--- src/hdl/astc_pkg.sv ---
// shared constants and types for the converter sequence/trigger control
package astc_pkg;
    // register byte offsets
    localparam logic [7:0] OFF_CLOCK = 8'h00;
    localparam logic [7:0] OFF_TRIG = 8'h04;
    localparam logic [7:0] OFF_CTRL = 8'h08;
    localparam logic [7:0] OFF_DATA = 8'h0C;
    // conv_clock_reg fields
    localparam int DIV_LSB = 0;
    // trigger_config_reg fields
    localparam int TRG_START_LSB = 0;
    localparam int TRG_END_LSB = 3;
    localparam int TRG_MODE_BIT = 6;
    localparam int TRG_SRC_LSB = 8;
    localparam int TRG_JUST_BIT = 10;
    localparam int TRG_SMP_LSB = 12;
    // conv_control_reg fields
    localparam int CTL_EN_BIT = 0;
    localparam int CTL_START_BIT = 1;
    localparam int CTL_DONE_BIT = 2;
    localparam int CTL_OVR_BIT = 3;
    localparam int CTL_CHAN_LSB = 4;
    // reset values, the reserved divider code and the sampling-time base
    localparam logic [3:0] DIV_RST = 4'h0;
    localparam logic [3:0] DIV_RESERVED = 4'hF;
    localparam logic [2:0] CHAN_RST = 3'h0;
    localparam logic MODE_RST = 1'b0;
    localparam logic [1:0] SRC_RST = 2'h0;
    localparam logic [2:0] SMP_RST = 3'h7;
    localparam logic [3:0] SMP_BASE = 4'h2;
    // trigger source codes
    localparam logic [1:0] SRC_SOFT = 2'h0;
    localparam logic [1:0] SRC_TIMER = 2'h1;
    localparam logic [1:0] SRC_EXT = 2'h3;
    // analog channels present
    localparam logic [2:0] LAST_REAL_CHAN = 3'h3;
    // conversion clocks of the approximation phase
    localparam logic [3:0] CONV_CYCLES = 4'hB;
    localparam int RES_BITS = 10;

    typedef struct packed {
        logic [2:0] start_chan_sel;
        logic [2:0] end_chan_sel;
        logic conv_mode_sel;
        logic [1:0] trig_src_sel;
        logic justify_sel;
        logic [2:0] sample_time_sel;
    } astc_cfg_s;

    typedef enum logic [3:0] {
        ST_IDLE = 4'b0001,
        ST_SAMPLE = 4'b0010,
        ST_CONVERT = 4'b0100,
        ST_STORE = 4'b1000
    } astc_state_e;
endpackage

--- src/hdl/astc_top.sv ---
// converter trigger, channel sequencing and result control with AHB-Lite registers
//
// Added by the designer: the AHB-Lite slave port and the address map.
`timescale 1ns/1ps
module astc_top (
    input wire logic clk,
    input wire logic rst,
    input wire logic hsel,
    input wire logic [31:0] haddr,
    input wire logic [1:0] htrans,
    input wire logic hwrite,
    input wire logic [2:0] hsize,
    input wire logic [31:0] hwdata,
    input wire logic hready,
    output logic [31:0] hrdata,
    output logic hreadyout,
    output logic hresp,
    input wire logic ext_trigger_n,
    input wire logic timer16_underflow,
    input wire logic [9:0] analog_result,
    output logic [2:0] analog_chan,
    output logic analog_sample,
    output logic analog_convert
);
    logic [3:0] clk_div_sel;
    astc_pkg::astc_cfg_s cfg;
    logic conv_enable;
    logic conv_start_busy;
    logic conv_done_flag;
    logic overwrite_err_flag;
    logic [15:0] result_data;
    logic [2:0] cur_chan;
    astc_pkg::astc_state_e state;
    logic [3:0] phase_cnt;
    logic tick;
    logic ph_valid;
    logic ph_write;
    logic [7:0] ph_addr;
    logic wr_ctrl;
    logic rd_data;
    logic ext_meta;
    logic ext_sync;
    logic ext_prev;
    logic trigger;
    logic sw_start;
    logic sw_stop;
    logic seq_last;
    logic [9:0] store_val;
    logic [15:0] next_result;

    // bus address phase capture
    always_ff @(posedge clk or posedge rst)
    begin
        if (rst)
        begin
            ph_valid <= 1'b0;
            ph_write <= 1'b0;
            ph_addr <= 8'h00;
        end
        else if (hready)
        begin
            ph_valid <= hsel && htrans[1];
            ph_write <= hwrite;
            ph_addr <= haddr[7:0];
        end
    end

    assign hreadyout = 1'b1;
    assign hresp = 1'b0;
    assign wr_ctrl = ph_valid && ph_write && ph_addr == astc_pkg::OFF_CTRL;
    assign rd_data = ph_valid && !ph_write && ph_addr == astc_pkg::OFF_DATA;

    always_comb
    begin
        hrdata = 32'h0000_0000;
        if (ph_valid && !ph_write)
        begin
            case (ph_addr)
                astc_pkg::OFF_CLOCK: hrdata[astc_pkg::DIV_LSB +: 4] = clk_div_sel;
                astc_pkg::OFF_TRIG:
                begin
                    hrdata[astc_pkg::TRG_START_LSB +: 3] = cfg.start_chan_sel;
                    hrdata[astc_pkg::TRG_END_LSB +: 3] = cfg.end_chan_sel;
                    hrdata[astc_pkg::TRG_MODE_BIT] = cfg.conv_mode_sel;
                    hrdata[astc_pkg::TRG_SRC_LSB +: 2] = cfg.trig_src_sel;
                    hrdata[astc_pkg::TRG_JUST_BIT] = cfg.justify_sel;
                    hrdata[astc_pkg::TRG_SMP_LSB +: 3] = cfg.sample_time_sel;
                end
                astc_pkg::OFF_CTRL:
                begin
                    hrdata[astc_pkg::CTL_EN_BIT] = conv_enable;
                    hrdata[astc_pkg::CTL_START_BIT] = conv_start_busy;
                    hrdata[astc_pkg::CTL_DONE_BIT] = conv_done_flag;
                    hrdata[astc_pkg::CTL_OVR_BIT] = overwrite_err_flag;
                    hrdata[astc_pkg::CTL_CHAN_LSB +: 3] = cur_chan;
                end
                astc_pkg::OFF_DATA: hrdata[15:0] = result_data;
                default: hrdata = 32'h0000_0000;
            endcase
        end
    end

    // configuration registers
    always_ff @(posedge clk or posedge rst)
    begin
        if (rst)
        begin
            clk_div_sel <= astc_pkg::DIV_RST;
            cfg.start_chan_sel <= astc_pkg::CHAN_RST;
            cfg.end_chan_sel <= astc_pkg::CHAN_RST;
            cfg.conv_mode_sel <= astc_pkg::MODE_RST;
            cfg.trig_src_sel <= astc_pkg::SRC_RST;
            cfg.justify_sel <= 1'b0;
            cfg.sample_time_sel <= astc_pkg::SMP_RST;
            conv_enable <= 1'b0;
        end
        else if (ph_valid && ph_write)
        begin
            if (ph_addr == astc_pkg::OFF_CLOCK)
                clk_div_sel <= hwdata[astc_pkg::DIV_LSB +: 4];
            if (ph_addr == astc_pkg::OFF_TRIG)
            begin
                cfg.start_chan_sel <= hwdata[astc_pkg::TRG_START_LSB +: 3];
                cfg.end_chan_sel <= hwdata[astc_pkg::TRG_END_LSB +: 3];
                cfg.conv_mode_sel <= hwdata[astc_pkg::TRG_MODE_BIT];
                cfg.trig_src_sel <= hwdata[astc_pkg::TRG_SRC_LSB +: 2];
                cfg.justify_sel <= hwdata[astc_pkg::TRG_JUST_BIT];
                cfg.sample_time_sel <= hwdata[astc_pkg::TRG_SMP_LSB +: 3];
            end
            if (wr_ctrl)
                conv_enable <= hwdata[astc_pkg::CTL_EN_BIT];
        end
    end

    // external trigger synchroniser and falling edge detect
    always_ff @(posedge clk or posedge rst)
    begin
        if (rst)
        begin
            ext_meta <= 1'b1;
            ext_sync <= 1'b1;
            ext_prev <= 1'b1;
        end
        else
        begin
            ext_meta <= ext_trigger_n;
            ext_sync <= ext_meta;
            ext_prev <= ext_sync;
        end
    end

    assign sw_start = wr_ctrl && hwdata[astc_pkg::CTL_START_BIT];
    assign sw_stop = wr_ctrl && !hwdata[astc_pkg::CTL_START_BIT] && conv_start_busy;

    always_comb
    begin
        case (cfg.trig_src_sel)
            astc_pkg::SRC_SOFT: trigger = sw_start;
            astc_pkg::SRC_TIMER: trigger = timer16_underflow;
            astc_pkg::SRC_EXT: trigger = ext_prev && !ext_sync;
            default: trigger = 1'b0;
        endcase
        trigger = trigger && conv_enable && state == astc_pkg::ST_IDLE;
    end

    astc_clkdiv u_div (
        .clk(clk),
        .rst(rst),
        // divider restarts per channel so sampling spans whole conversion clocks
        .run(state == astc_pkg::ST_SAMPLE || state == astc_pkg::ST_CONVERT),
        .div_sel(clk_div_sel),
        .tick(tick)
    );

    assign seq_last = cur_chan == cfg.end_chan_sel;

    // sequencer: sample, convert, store per channel
    always_ff @(posedge clk or posedge rst)
    begin
        if (rst)
        begin
            state <= astc_pkg::ST_IDLE;
            phase_cnt <= 4'h0;
            cur_chan <= astc_pkg::CHAN_RST;
            conv_start_busy <= 1'b0;
        end
        else if (sw_stop || !conv_enable)
        begin
            state <= astc_pkg::ST_IDLE;
            conv_start_busy <= 1'b0;
            phase_cnt <= 4'h0;
        end
        else
        begin
            case (state)
                astc_pkg::ST_IDLE:
                    if (trigger)
                    begin
                        state <= astc_pkg::ST_SAMPLE;
                        cur_chan <= cfg.start_chan_sel;
                        phase_cnt <= 4'h0;
                        conv_start_busy <= 1'b1;
                    end
                astc_pkg::ST_SAMPLE:
                    if (tick)
                    begin
                        if (phase_cnt == {1'b0, cfg.sample_time_sel} + astc_pkg::SMP_BASE - 4'h1)
                        begin
                            state <= astc_pkg::ST_CONVERT;
                            phase_cnt <= 4'h0;
                        end
                        else
                            phase_cnt <= phase_cnt + 4'h1;
                    end
                astc_pkg::ST_CONVERT:
                    if (tick)
                    begin
                        if (phase_cnt == astc_pkg::CONV_CYCLES - 4'h1)
                            state <= astc_pkg::ST_STORE;
                        else
                            phase_cnt <= phase_cnt + 4'h1;
                    end
                astc_pkg::ST_STORE:
                begin
                    phase_cnt <= 4'h0;
                    cur_chan <= cur_chan + 3'h1;
                    if (seq_last && !cfg.conv_mode_sel)
                    begin
                        state <= astc_pkg::ST_IDLE;
                        conv_start_busy <= 1'b0;
                    end
                    else
                    begin
                        state <= astc_pkg::ST_SAMPLE;
                        if (seq_last)
                            cur_chan <= cfg.start_chan_sel;
                    end
                end
                default: state <= astc_pkg::ST_IDLE;
            endcase
        end
    end

    assign store_val = (cur_chan > astc_pkg::LAST_REAL_CHAN) ? 10'h000 : analog_result;
    assign next_result = cfg.justify_sel ? {store_val, 6'h00} : {6'h00, store_val};

    // result and status flags; a set beats a same-cycle clear
    always_ff @(posedge clk or posedge rst)
    begin
        if (rst)
        begin
            result_data <= 16'h0000;
            conv_done_flag <= 1'b0;
            overwrite_err_flag <= 1'b0;
        end
        else if (state == astc_pkg::ST_STORE && !sw_stop && conv_enable)
        begin
            result_data <= next_result;
            conv_done_flag <= 1'b1;
            if (conv_done_flag && !rd_data)
                overwrite_err_flag <= 1'b1;
            else if (wr_ctrl && hwdata[astc_pkg::CTL_OVR_BIT])
                overwrite_err_flag <= 1'b0;
        end
        else
        begin
            if (rd_data)
                conv_done_flag <= 1'b0;
            if (wr_ctrl && hwdata[astc_pkg::CTL_OVR_BIT])
                overwrite_err_flag <= 1'b0;
        end
    end

    assign analog_chan = cur_chan;
    assign analog_sample = state == astc_pkg::ST_SAMPLE;
    assign analog_convert = state == astc_pkg::ST_CONVERT;

    a_one_time_stop: assert property (@(posedge clk) disable iff (rst)
        state == astc_pkg::ST_STORE && seq_last && !cfg.conv_mode_sel && conv_enable && !sw_stop
        |=> state == astc_pkg::ST_IDLE && !conv_start_busy)
        else $error("one-time sequence did not stop");
    a_cont_repeat: assert property (@(posedge clk) disable iff (rst)
        state == astc_pkg::ST_STORE && seq_last && cfg.conv_mode_sel && conv_enable && !sw_stop
        |=> state == astc_pkg::ST_SAMPLE && cur_chan == $past(cfg.start_chan_sel))
        else $error("continuous sequence did not restart");
    a_chan_wrap: assert property (@(posedge clk) disable iff (rst)
        state == astc_pkg::ST_STORE && !seq_last && conv_enable && !sw_stop
        |=> cur_chan == 3'($past(cur_chan) + 3'h1))
        else $error("channel did not step by one");
    a_start_chan: assert property (@(posedge clk) disable iff (rst)
        trigger && !sw_stop |=> cur_chan == $past(cfg.start_chan_sel) && conv_start_busy)
        else $error("sequence did not begin at start channel");
    a_empty_chan: assert property (@(posedge clk) disable iff (rst)
        state == astc_pkg::ST_STORE && cur_chan > 3'h3 && conv_enable && !sw_stop
        |=> result_data == 16'h0000)
        else $error("missing channel stored nonzero");
    a_justify: assert property (@(posedge clk) disable iff (rst)
        state == astc_pkg::ST_STORE && conv_enable && !sw_stop && cfg.justify_sel
        |=> result_data[5:0] == 6'h00)
        else $error("left justified result low bits nonzero");
    a_overwrite: assert property (@(posedge clk) disable iff (rst)
        state == astc_pkg::ST_STORE && conv_enable && !sw_stop && conv_done_flag && !rd_data
        |=> overwrite_err_flag)
        else $error("overwrite flag not set");
    a_abort_now: assert property (@(posedge clk) disable iff (rst)
        sw_stop |=> state == astc_pkg::ST_IDLE && $stable(result_data))
        else $error("abort did not stop at once");
    a_gated_trig: assert property (@(posedge clk) disable iff (rst)
        state == astc_pkg::ST_IDLE && !conv_enable |=> state == astc_pkg::ST_IDLE)
        else $error("sequence began while disabled");
    a_reserved_src: assert property (@(posedge clk) disable iff (rst)
        state == astc_pkg::ST_IDLE && cfg.trig_src_sel == 2'h2 |=> state == astc_pkg::ST_IDLE)
        else $error("reserved source started a sequence");
    c_ext_start: cover property (@(posedge clk) disable iff (rst)
        trigger && cfg.trig_src_sel == astc_pkg::SRC_EXT);
    c_wrap: cover property (@(posedge clk) disable iff (rst)
        state == astc_pkg::ST_STORE && cur_chan == 3'h7 && !seq_last);
    c_overrun: cover property (@(posedge clk) disable iff (rst) $rose(overwrite_err_flag));
    c_abort: cover property (@(posedge clk) disable iff (rst)
        sw_stop && state == astc_pkg::ST_CONVERT);
endmodule

--- src/hdl/astc_clkdiv.sv ---
// divides the bus clock into a one-cycle conversion clock enable
`timescale 1ns/1ps
module astc_clkdiv (
    input wire logic clk,
    input wire logic rst,
    input wire logic run,
    input wire logic [3:0] div_sel,
    output logic tick
);
    logic [14:0] cnt;
    logic [14:0] limit;

    // ratio 1/2 at code 0 doubling to 1/32768 at code 0xE; 0xF stops the clock
    always_comb
    begin
        limit = 15'((32'h2 << div_sel) - 32'h1);
    end

    always_ff @(posedge clk or posedge rst)
    begin
        if (rst)
            cnt <= 15'h0000;
        else if (!run || div_sel == astc_pkg::DIV_RESERVED)
            cnt <= 15'h0000;
        else if (cnt >= limit)
            cnt <= 15'h0000;
        else
            cnt <= cnt + 15'h0001;
    end

    assign tick = run && div_sel != astc_pkg::DIV_RESERVED && cnt >= limit;
endmodule

--- config.mk ---
export PLATFORM = sky130hd
export DESIGN_NAME = astc_top
export DESIGN_NICKNAME = d
export VERILOG_FILES = /design/src/hdl/astc_pkg.sv /design/src/hdl/astc_top.sv /design/src/hdl/astc_clkdiv.sv
export SDC_FILE = /design/constraint.sdc
export NUM_CORES = 1
export LEC_CHECK = 0
export ABC_AREA = 1
export BUFFER_PORTS_ARGS = -buffer_cell sky130_fd_sc_hd__buf_2
export CORE_ASPECT_RATIO = 0.5
export CORE_MARGIN = 5
export CORE_UTILIZATION = 32
export CTS_BUF_LIST = sky130_fd_sc_hd__clkbuf_4
export DETAILED_ROUTE_END_ITERATION = 10
export PLACE_DENSITY = 0.48
export SKIP_LAST_GASP = 1
export SYNTH_ARGS = -nofsm -noshare
export SYNTH_HDL_FRONTEND = slang
export SYNTH_HIERARCHICAL = 1
export SYNTH_SLANG_ARGS = --single-unit
--- constraint.sdc ---
create_clock -name clk -period 4.9 [get_ports clk]
set_input_delay 1.225 -clock clk [delete_from_list [all_inputs] [get_ports clk]]
set_output_delay 1.225 -clock clk [all_outputs]
set_load 0.05 [all_outputs]
# Yosys cells after proc, flatten, opt, wreduce, memory -nomap -nowiden
# Cells that the tools add are included.
# Widths: inputs -> output; s select.
dict set report word_totals {
  register_bits 76
  inputBits 86
  output_inout_bits 39
}
dict set report op_classes {
  add_sub_neg 6
  order_cmp 2
  n_eq_ne 22
  shift 1
  mux 41
  n_bitwise 1
  reduce_logical 42
}
# op count
set op_table {}
lappend op_table {{$mux 4} 12}
lappend op_table {{$pmux 4 s4} 3}
lappend op_table {{$mux 16} 2}
lappend op_table {{$mux 15} 2}
lappend op_table {{$logic_and 1x1->1} 18}
lappend op_table {{$pmux 3 s2} 3}
lappend op_table {{$eq 8x4->1 const B} 2}
lappend op_table {{$add 15x1->15 const B} 1}
lappend op_table {{$ge 15x15->1} 1}
lappend op_table {{$shl 2x4->15 const A} 1}
lappend op_table {{$sub 15x1->15 const B} 1}
lappend op_table {{$eq 4x4->1 const B} 3}
lappend op_table {{$ne 3x1->1 const B} 4}
lappend op_table {{$mux 1} 11}
lappend op_table {{$mux 10} 1}
lappend op_table {{$reduce_and 5->1} 2}
lappend op_table {{$mux 3} 3}
lappend op_table {{$pmux 3 s3} 1}
lappend op_table {{$eq 8x3->1 const B} 1}
lappend op_table {{$logic_not 1->1} 8}
lappend op_table {{$logic_not 8->1} 1}
lappend op_table {{$ne 3x3->1 const B} 2}
lappend op_table {{$reduce_and 2->1} 3}
lappend op_table {{$reduce_and 3->1} 2}
lappend op_table {{24 further kinds} 27}

# Longest topological paths before layout
dict set report logic_depth {
  ltp_word 9
  mapped_depth 23
  depth_no_buf 22
}

# By module
# The synthesis kept the hierarchy.
# module instances cells_each area_each_um2
set modules_own_cells {}
lappend modules_own_cells {astc_top 1 459 3747.3}
lappend modules_own_cells {astc_clkdiv 1 220 1448.9}

# Worst setup path after synthesis
# Ideal clock, no wire load.
dict set report synth_path {
  path_type {reg2out}
  start {register ph_addr[6]}
  end {output port hrdata[10]}
  t_arrival_ps 2204
  t_required_ps 3675
  setup_slack_ps 1471
  path_stages_with_launch 6
  path_buffers 0
  cell_sequence {dfrtp_1 -> nor2_1 -> nand2_2 -> nor3_2 -> nand2_1 -> o32ai_1}
}
dict set report synth_between {
  elab_chain_len 3
  elab_cells_between_ends 4
  classes_between {eq/ne: 2; mux: 2}
}
# item line
set synth_rtl {}
lappend synth_rtl {{start: declaration} astc_top.sv:38} ;# logic [7:0] ph_addr;
lappend synth_rtl {{start signal: assignment} astc_top.sv:64} ;# ph_addr <= haddr[7:0];
lappend synth_rtl {{$eq 8x4->1 or $eq 8x3->1 (tied branches)} astc_top.sv:78} ;# case (ph_addr)
lappend synth_rtl {{$pmux 3 s2 (*)} astc_top.sv:78}
lappend synth_rtl {{$mux 16 (*)} astc_top.sv:76} ;# if (ph_valid && !ph_write)
lappend synth_rtl {{end: declaration} astc_top.sv:15} ;# output logic [31:0] hrdata,
# Every way passes the cells marked *; elsewhere a longest branch is shown, timed or not.

# Worst setup path after layout
dict set report layout_path {
  start {register ph_write}
  end {output port hrdata[4]}
}
dict set report layout_between {
  elab_chain_len 3
}
# item line
set layout_rtl {}
lappend layout_rtl {{start: declaration} astc_top.sv:37} ;# logic ph_write;
lappend layout_rtl {{start signal: assignment} astc_top.sv:63} ;# ph_write <= hwrite;
lappend layout_rtl {{$logic_not 1->1} astc_top.sv:76}
lappend layout_rtl {{$logic_and 1x1->1} astc_top.sv:76}
lappend layout_rtl {{$mux 16} astc_top.sv:76}
# Every way passes these cells.

==> metrics.yaml <==
run_status:
  status: "complete, no violations"
worst_setup_path:
  rr_worst_depth: 22
  path_cells: "nor2_1 > nand4_1 > a21oi_1 > o21ai_0 > inv_1 > buf_2"
  slowest_delay_ps: 420
  arrival_ps: 2410
  worstReg2RegEnd: "phase_cnt[3]"
  cpMaxStageDelayCell: "dfrtp_1"
  worst-path-buf-inv: 2
  path_max_fanout: 5
  cp.required_ps: 3670
  rrSetupSlack_ps: 1430
  cp_top_family: "simple AND/OR/NAND/NOR gates"
  cp.depth: 6
  worstReg2RegStart: "clk_div_sel[3]"
  start_kind: "flop"
  crit_path_end_kind: "primary output"
  criticalPathCategory: "reg2out"
clock_tree:
  root_buffer: "clkbuf_4"
  cts_resized: 0
  clk_pin_slew_worst_paths_ps: 140
  cts_buffers: 9
  clockBufferDepth: 2
  post-cts-setup-buffers: 0
  cts_hold_buf: 0
  cts.sinks: 76
  cts_tree: "yes"
  htree_levels: 3
  insertion_delay_ps: 440
route:
  vias: 4383
  viasPerCell: 4.57
  drt-pass1-iter-count: 5
  route.detailed.drc: 0
  antenna_left: 0
  totalWireLength_microns: 13200
  first_iter_violations: 212
  wire_per_inst_microns: 13.7
synthesis:
  synth.area.mux_share_pct: 1.52
  synth-seq-area-share_pct: 36.8
  avgSynthCellArea_sq_um: 7.65
  netlist_instances: 679
  syn-cell-area_sq_mm: 0.00520
  synth_top_family_by_area: "simple AND/OR/NAND/NOR gates"
  synth_top_area_share_pct: 33.2
  ys_ff_latch: 76
  synth_xor_area_share_pct: 1.85
  yosys.area_share.simple_pct: 32.3
  synth_top_area_cell: "dfrtp_1"
  synth-compound-area-share_pct: 10.2
  synth_area_leaders: "dfrtp_1 (33%), nand2_1 (11%), inv_1 (6.5%), nand3_1 (6.2%), nor2_1 (5.3%)"
  synth_cell_types: 48
  synth_warnings: 6
  synthAdderAreaFrac_pct: 5.06
finish:
  final_cell_mix: "nand2_1 (152), inv_1 (89), nor2_1 (73), dfrtp_1 (69), nand3_1 (64)"
  mostFrequentLayoutCell: "nand2_1"
  final_nets: 840
  syn_to_final_growth_pct: 10.3
  diodes: 0
  final_layout_size_suffix_gt1_share_pct: 21.0
timing:
  fmax_mhz: 275
  rsz0062_at_grt: "no"
  worst_pin_slew_ps: 995
  setup_ws_ps: 1270
  fin_crit_sh_pct: 74.1
  drv_slew: 0
  setup_viol: 0
  fin_skew_ps: 20.6
  fin_setup_tns_ps: 0
  hold_violations: 0
  period_minus_slack_ps: 3630
  relSlewSlack_pct: 33.5
floorplan:
  die_h_microns: 100
  die_w_microns: 190
  ios: 125
  rows: 32
  die-area_sq_mm: 0.0190
  start_util_pct: 33.2
  core_area_sq_mm: 0.0157
power_and_ir_drop:
  ir_worst_vdd_mv: 0.129
  power_density_mw_per_mm2: 339
  p_leak_nw: 3.01
global_route:
  grt_antenna_before_repair: 0
  grt_util_all_layers_pct: 14.3
  grt_max_degree: 42
  gr-total-overflow: 0
  grt_pass1_vias: 4378
  grt_pass1_wl_microns: 22200
place:
  gp_congestion: 0.785
  port_buffers: 59
  dp_slack_ps: 1410
  hpwl_microns: 9930
min_path:
  hp-start: "ext_meta"
  hold_end: "ext_sync"
  whs_path_depth: 0
  hold_path_class: "reg2reg"
run:
  maxCapViolations: 0
## stage by stage
stage,util [%],instances,hold WS (ps),cell area (sq um),total power (W)
after floorplan,-,695,345,5260,0.00138
after global routing,36.6,959,376,5730,0.00209
after CTS,36.6,959,368,5730,0.00197
final,36.6,959,366,5730,0.00194
after detailed placement,35.7,943,347,5580,0.00153
after global placement,35.7,943,346,5580,0.00152
## report_power, final
part	internal [W]	switching [W]
Combinational	0.000219	0.000479
Clock	0.000167	0.000262
Sequential	0.000731	0.0000860
Total	0.00112	0.000827
## worst reg2reg max path: cells and delay by family, from the launching register on
family	cells	cell delay (ps)
and+or+nand+nor	12	1500
buffers and inverters	4	350
xor gates and xnor gates	1	150
DFF	1	570
AOI/OAI and AO/OA	3	280
adders and majority gates	2	520
## worst max path at each step
stage / startpoint / to / slack [ps]
after floorplan: ph_addr[6] / hrdata[10] / 1470
after global routing: clk_div_sel[1] / phase_cnt[3] / 950
after detailed placement: clk_div_sel[3] / phase_cnt[2] / 1410
after global placement: clk_div_sel[1] / phase_cnt[1] / 1460
after CTS: ph_write / hrdata[4] / 1200
final: ph_write / hrdata[4] / 1270
## cell families (layout without fill, tap and decap cells)
| kind of cell | after synthesis | in the layout |
|---|---|---|
| and+or+nand+nor | 349 | 349 |
| buffers and inverters | 130 | 173 |
| AOI/OAI and AO/OA | 83 | 83 |
| DFF | 76 | 76 |
| adders and majority gates | 21 | 21 |
| xor gates and xnor gates | 11 | 11 |
| muxes | 7 | 7 |
| other | 2 | 18 |
## state kept, by name, summed over array words and instances, names as in the netlist
signal              count
conv_done_flag          1
ext_sync                1
ph_write                1
cfg                    13
state                   4
ph_valid                1
ext_prev                1
ph_addr                 8
result_data            16
overwrite_err_flag      1
ext_meta                1
conv_enable             1
conv_start_busy         1
clk_div_sel             4
analog_chan             3
phase_cnt               4
u_div/cnt              15
## synth_stat cells (all sizes together)
cell / number
nand2: 166
inv: 96
nor2: 83
dfrtp: 69
nand3: 67
o21ai: 50
buf: 29
ha: 21
nand4: 19
a21oi: 17
dfstp: 7
mux2: 7
xor2: 7
nor3: 5
o211ai: 5
clkbuf: 4
or2: 4
xnor2: 4
nor4: 3
o32ai: 3
conb: 2
nand3b: 2
o21bai: 2
o22ai: 2
a31oi: 1
clkinv: 1
o2111ai: 1
o21a: 1
o31ai: 1
## area by class of cell
type | count | area (sq um)
well taps | 221 | 277
multi-input cells | 489 | 2710
clock inverters | 6 | 72.6
flip-flops and latches | 76 | 1910
repair buffers | 60 | 303
fillers | 1689 | 9920
inverters | 97 | 382
clock buffers | 10 | 75.1
## metal layers
metal | share of wire, % | vias up | track usage, %
li1 | - | 2267 | -
met1 | 51 | 2017 | 20.2
met5 | 0 | - | 0
met2 | 44 | 94 | 23.1
met4 | 0.56 | 0 | 2.15
met3 | 4.5 | 5 | 3.13
Power figures use the tool's default switching activity.
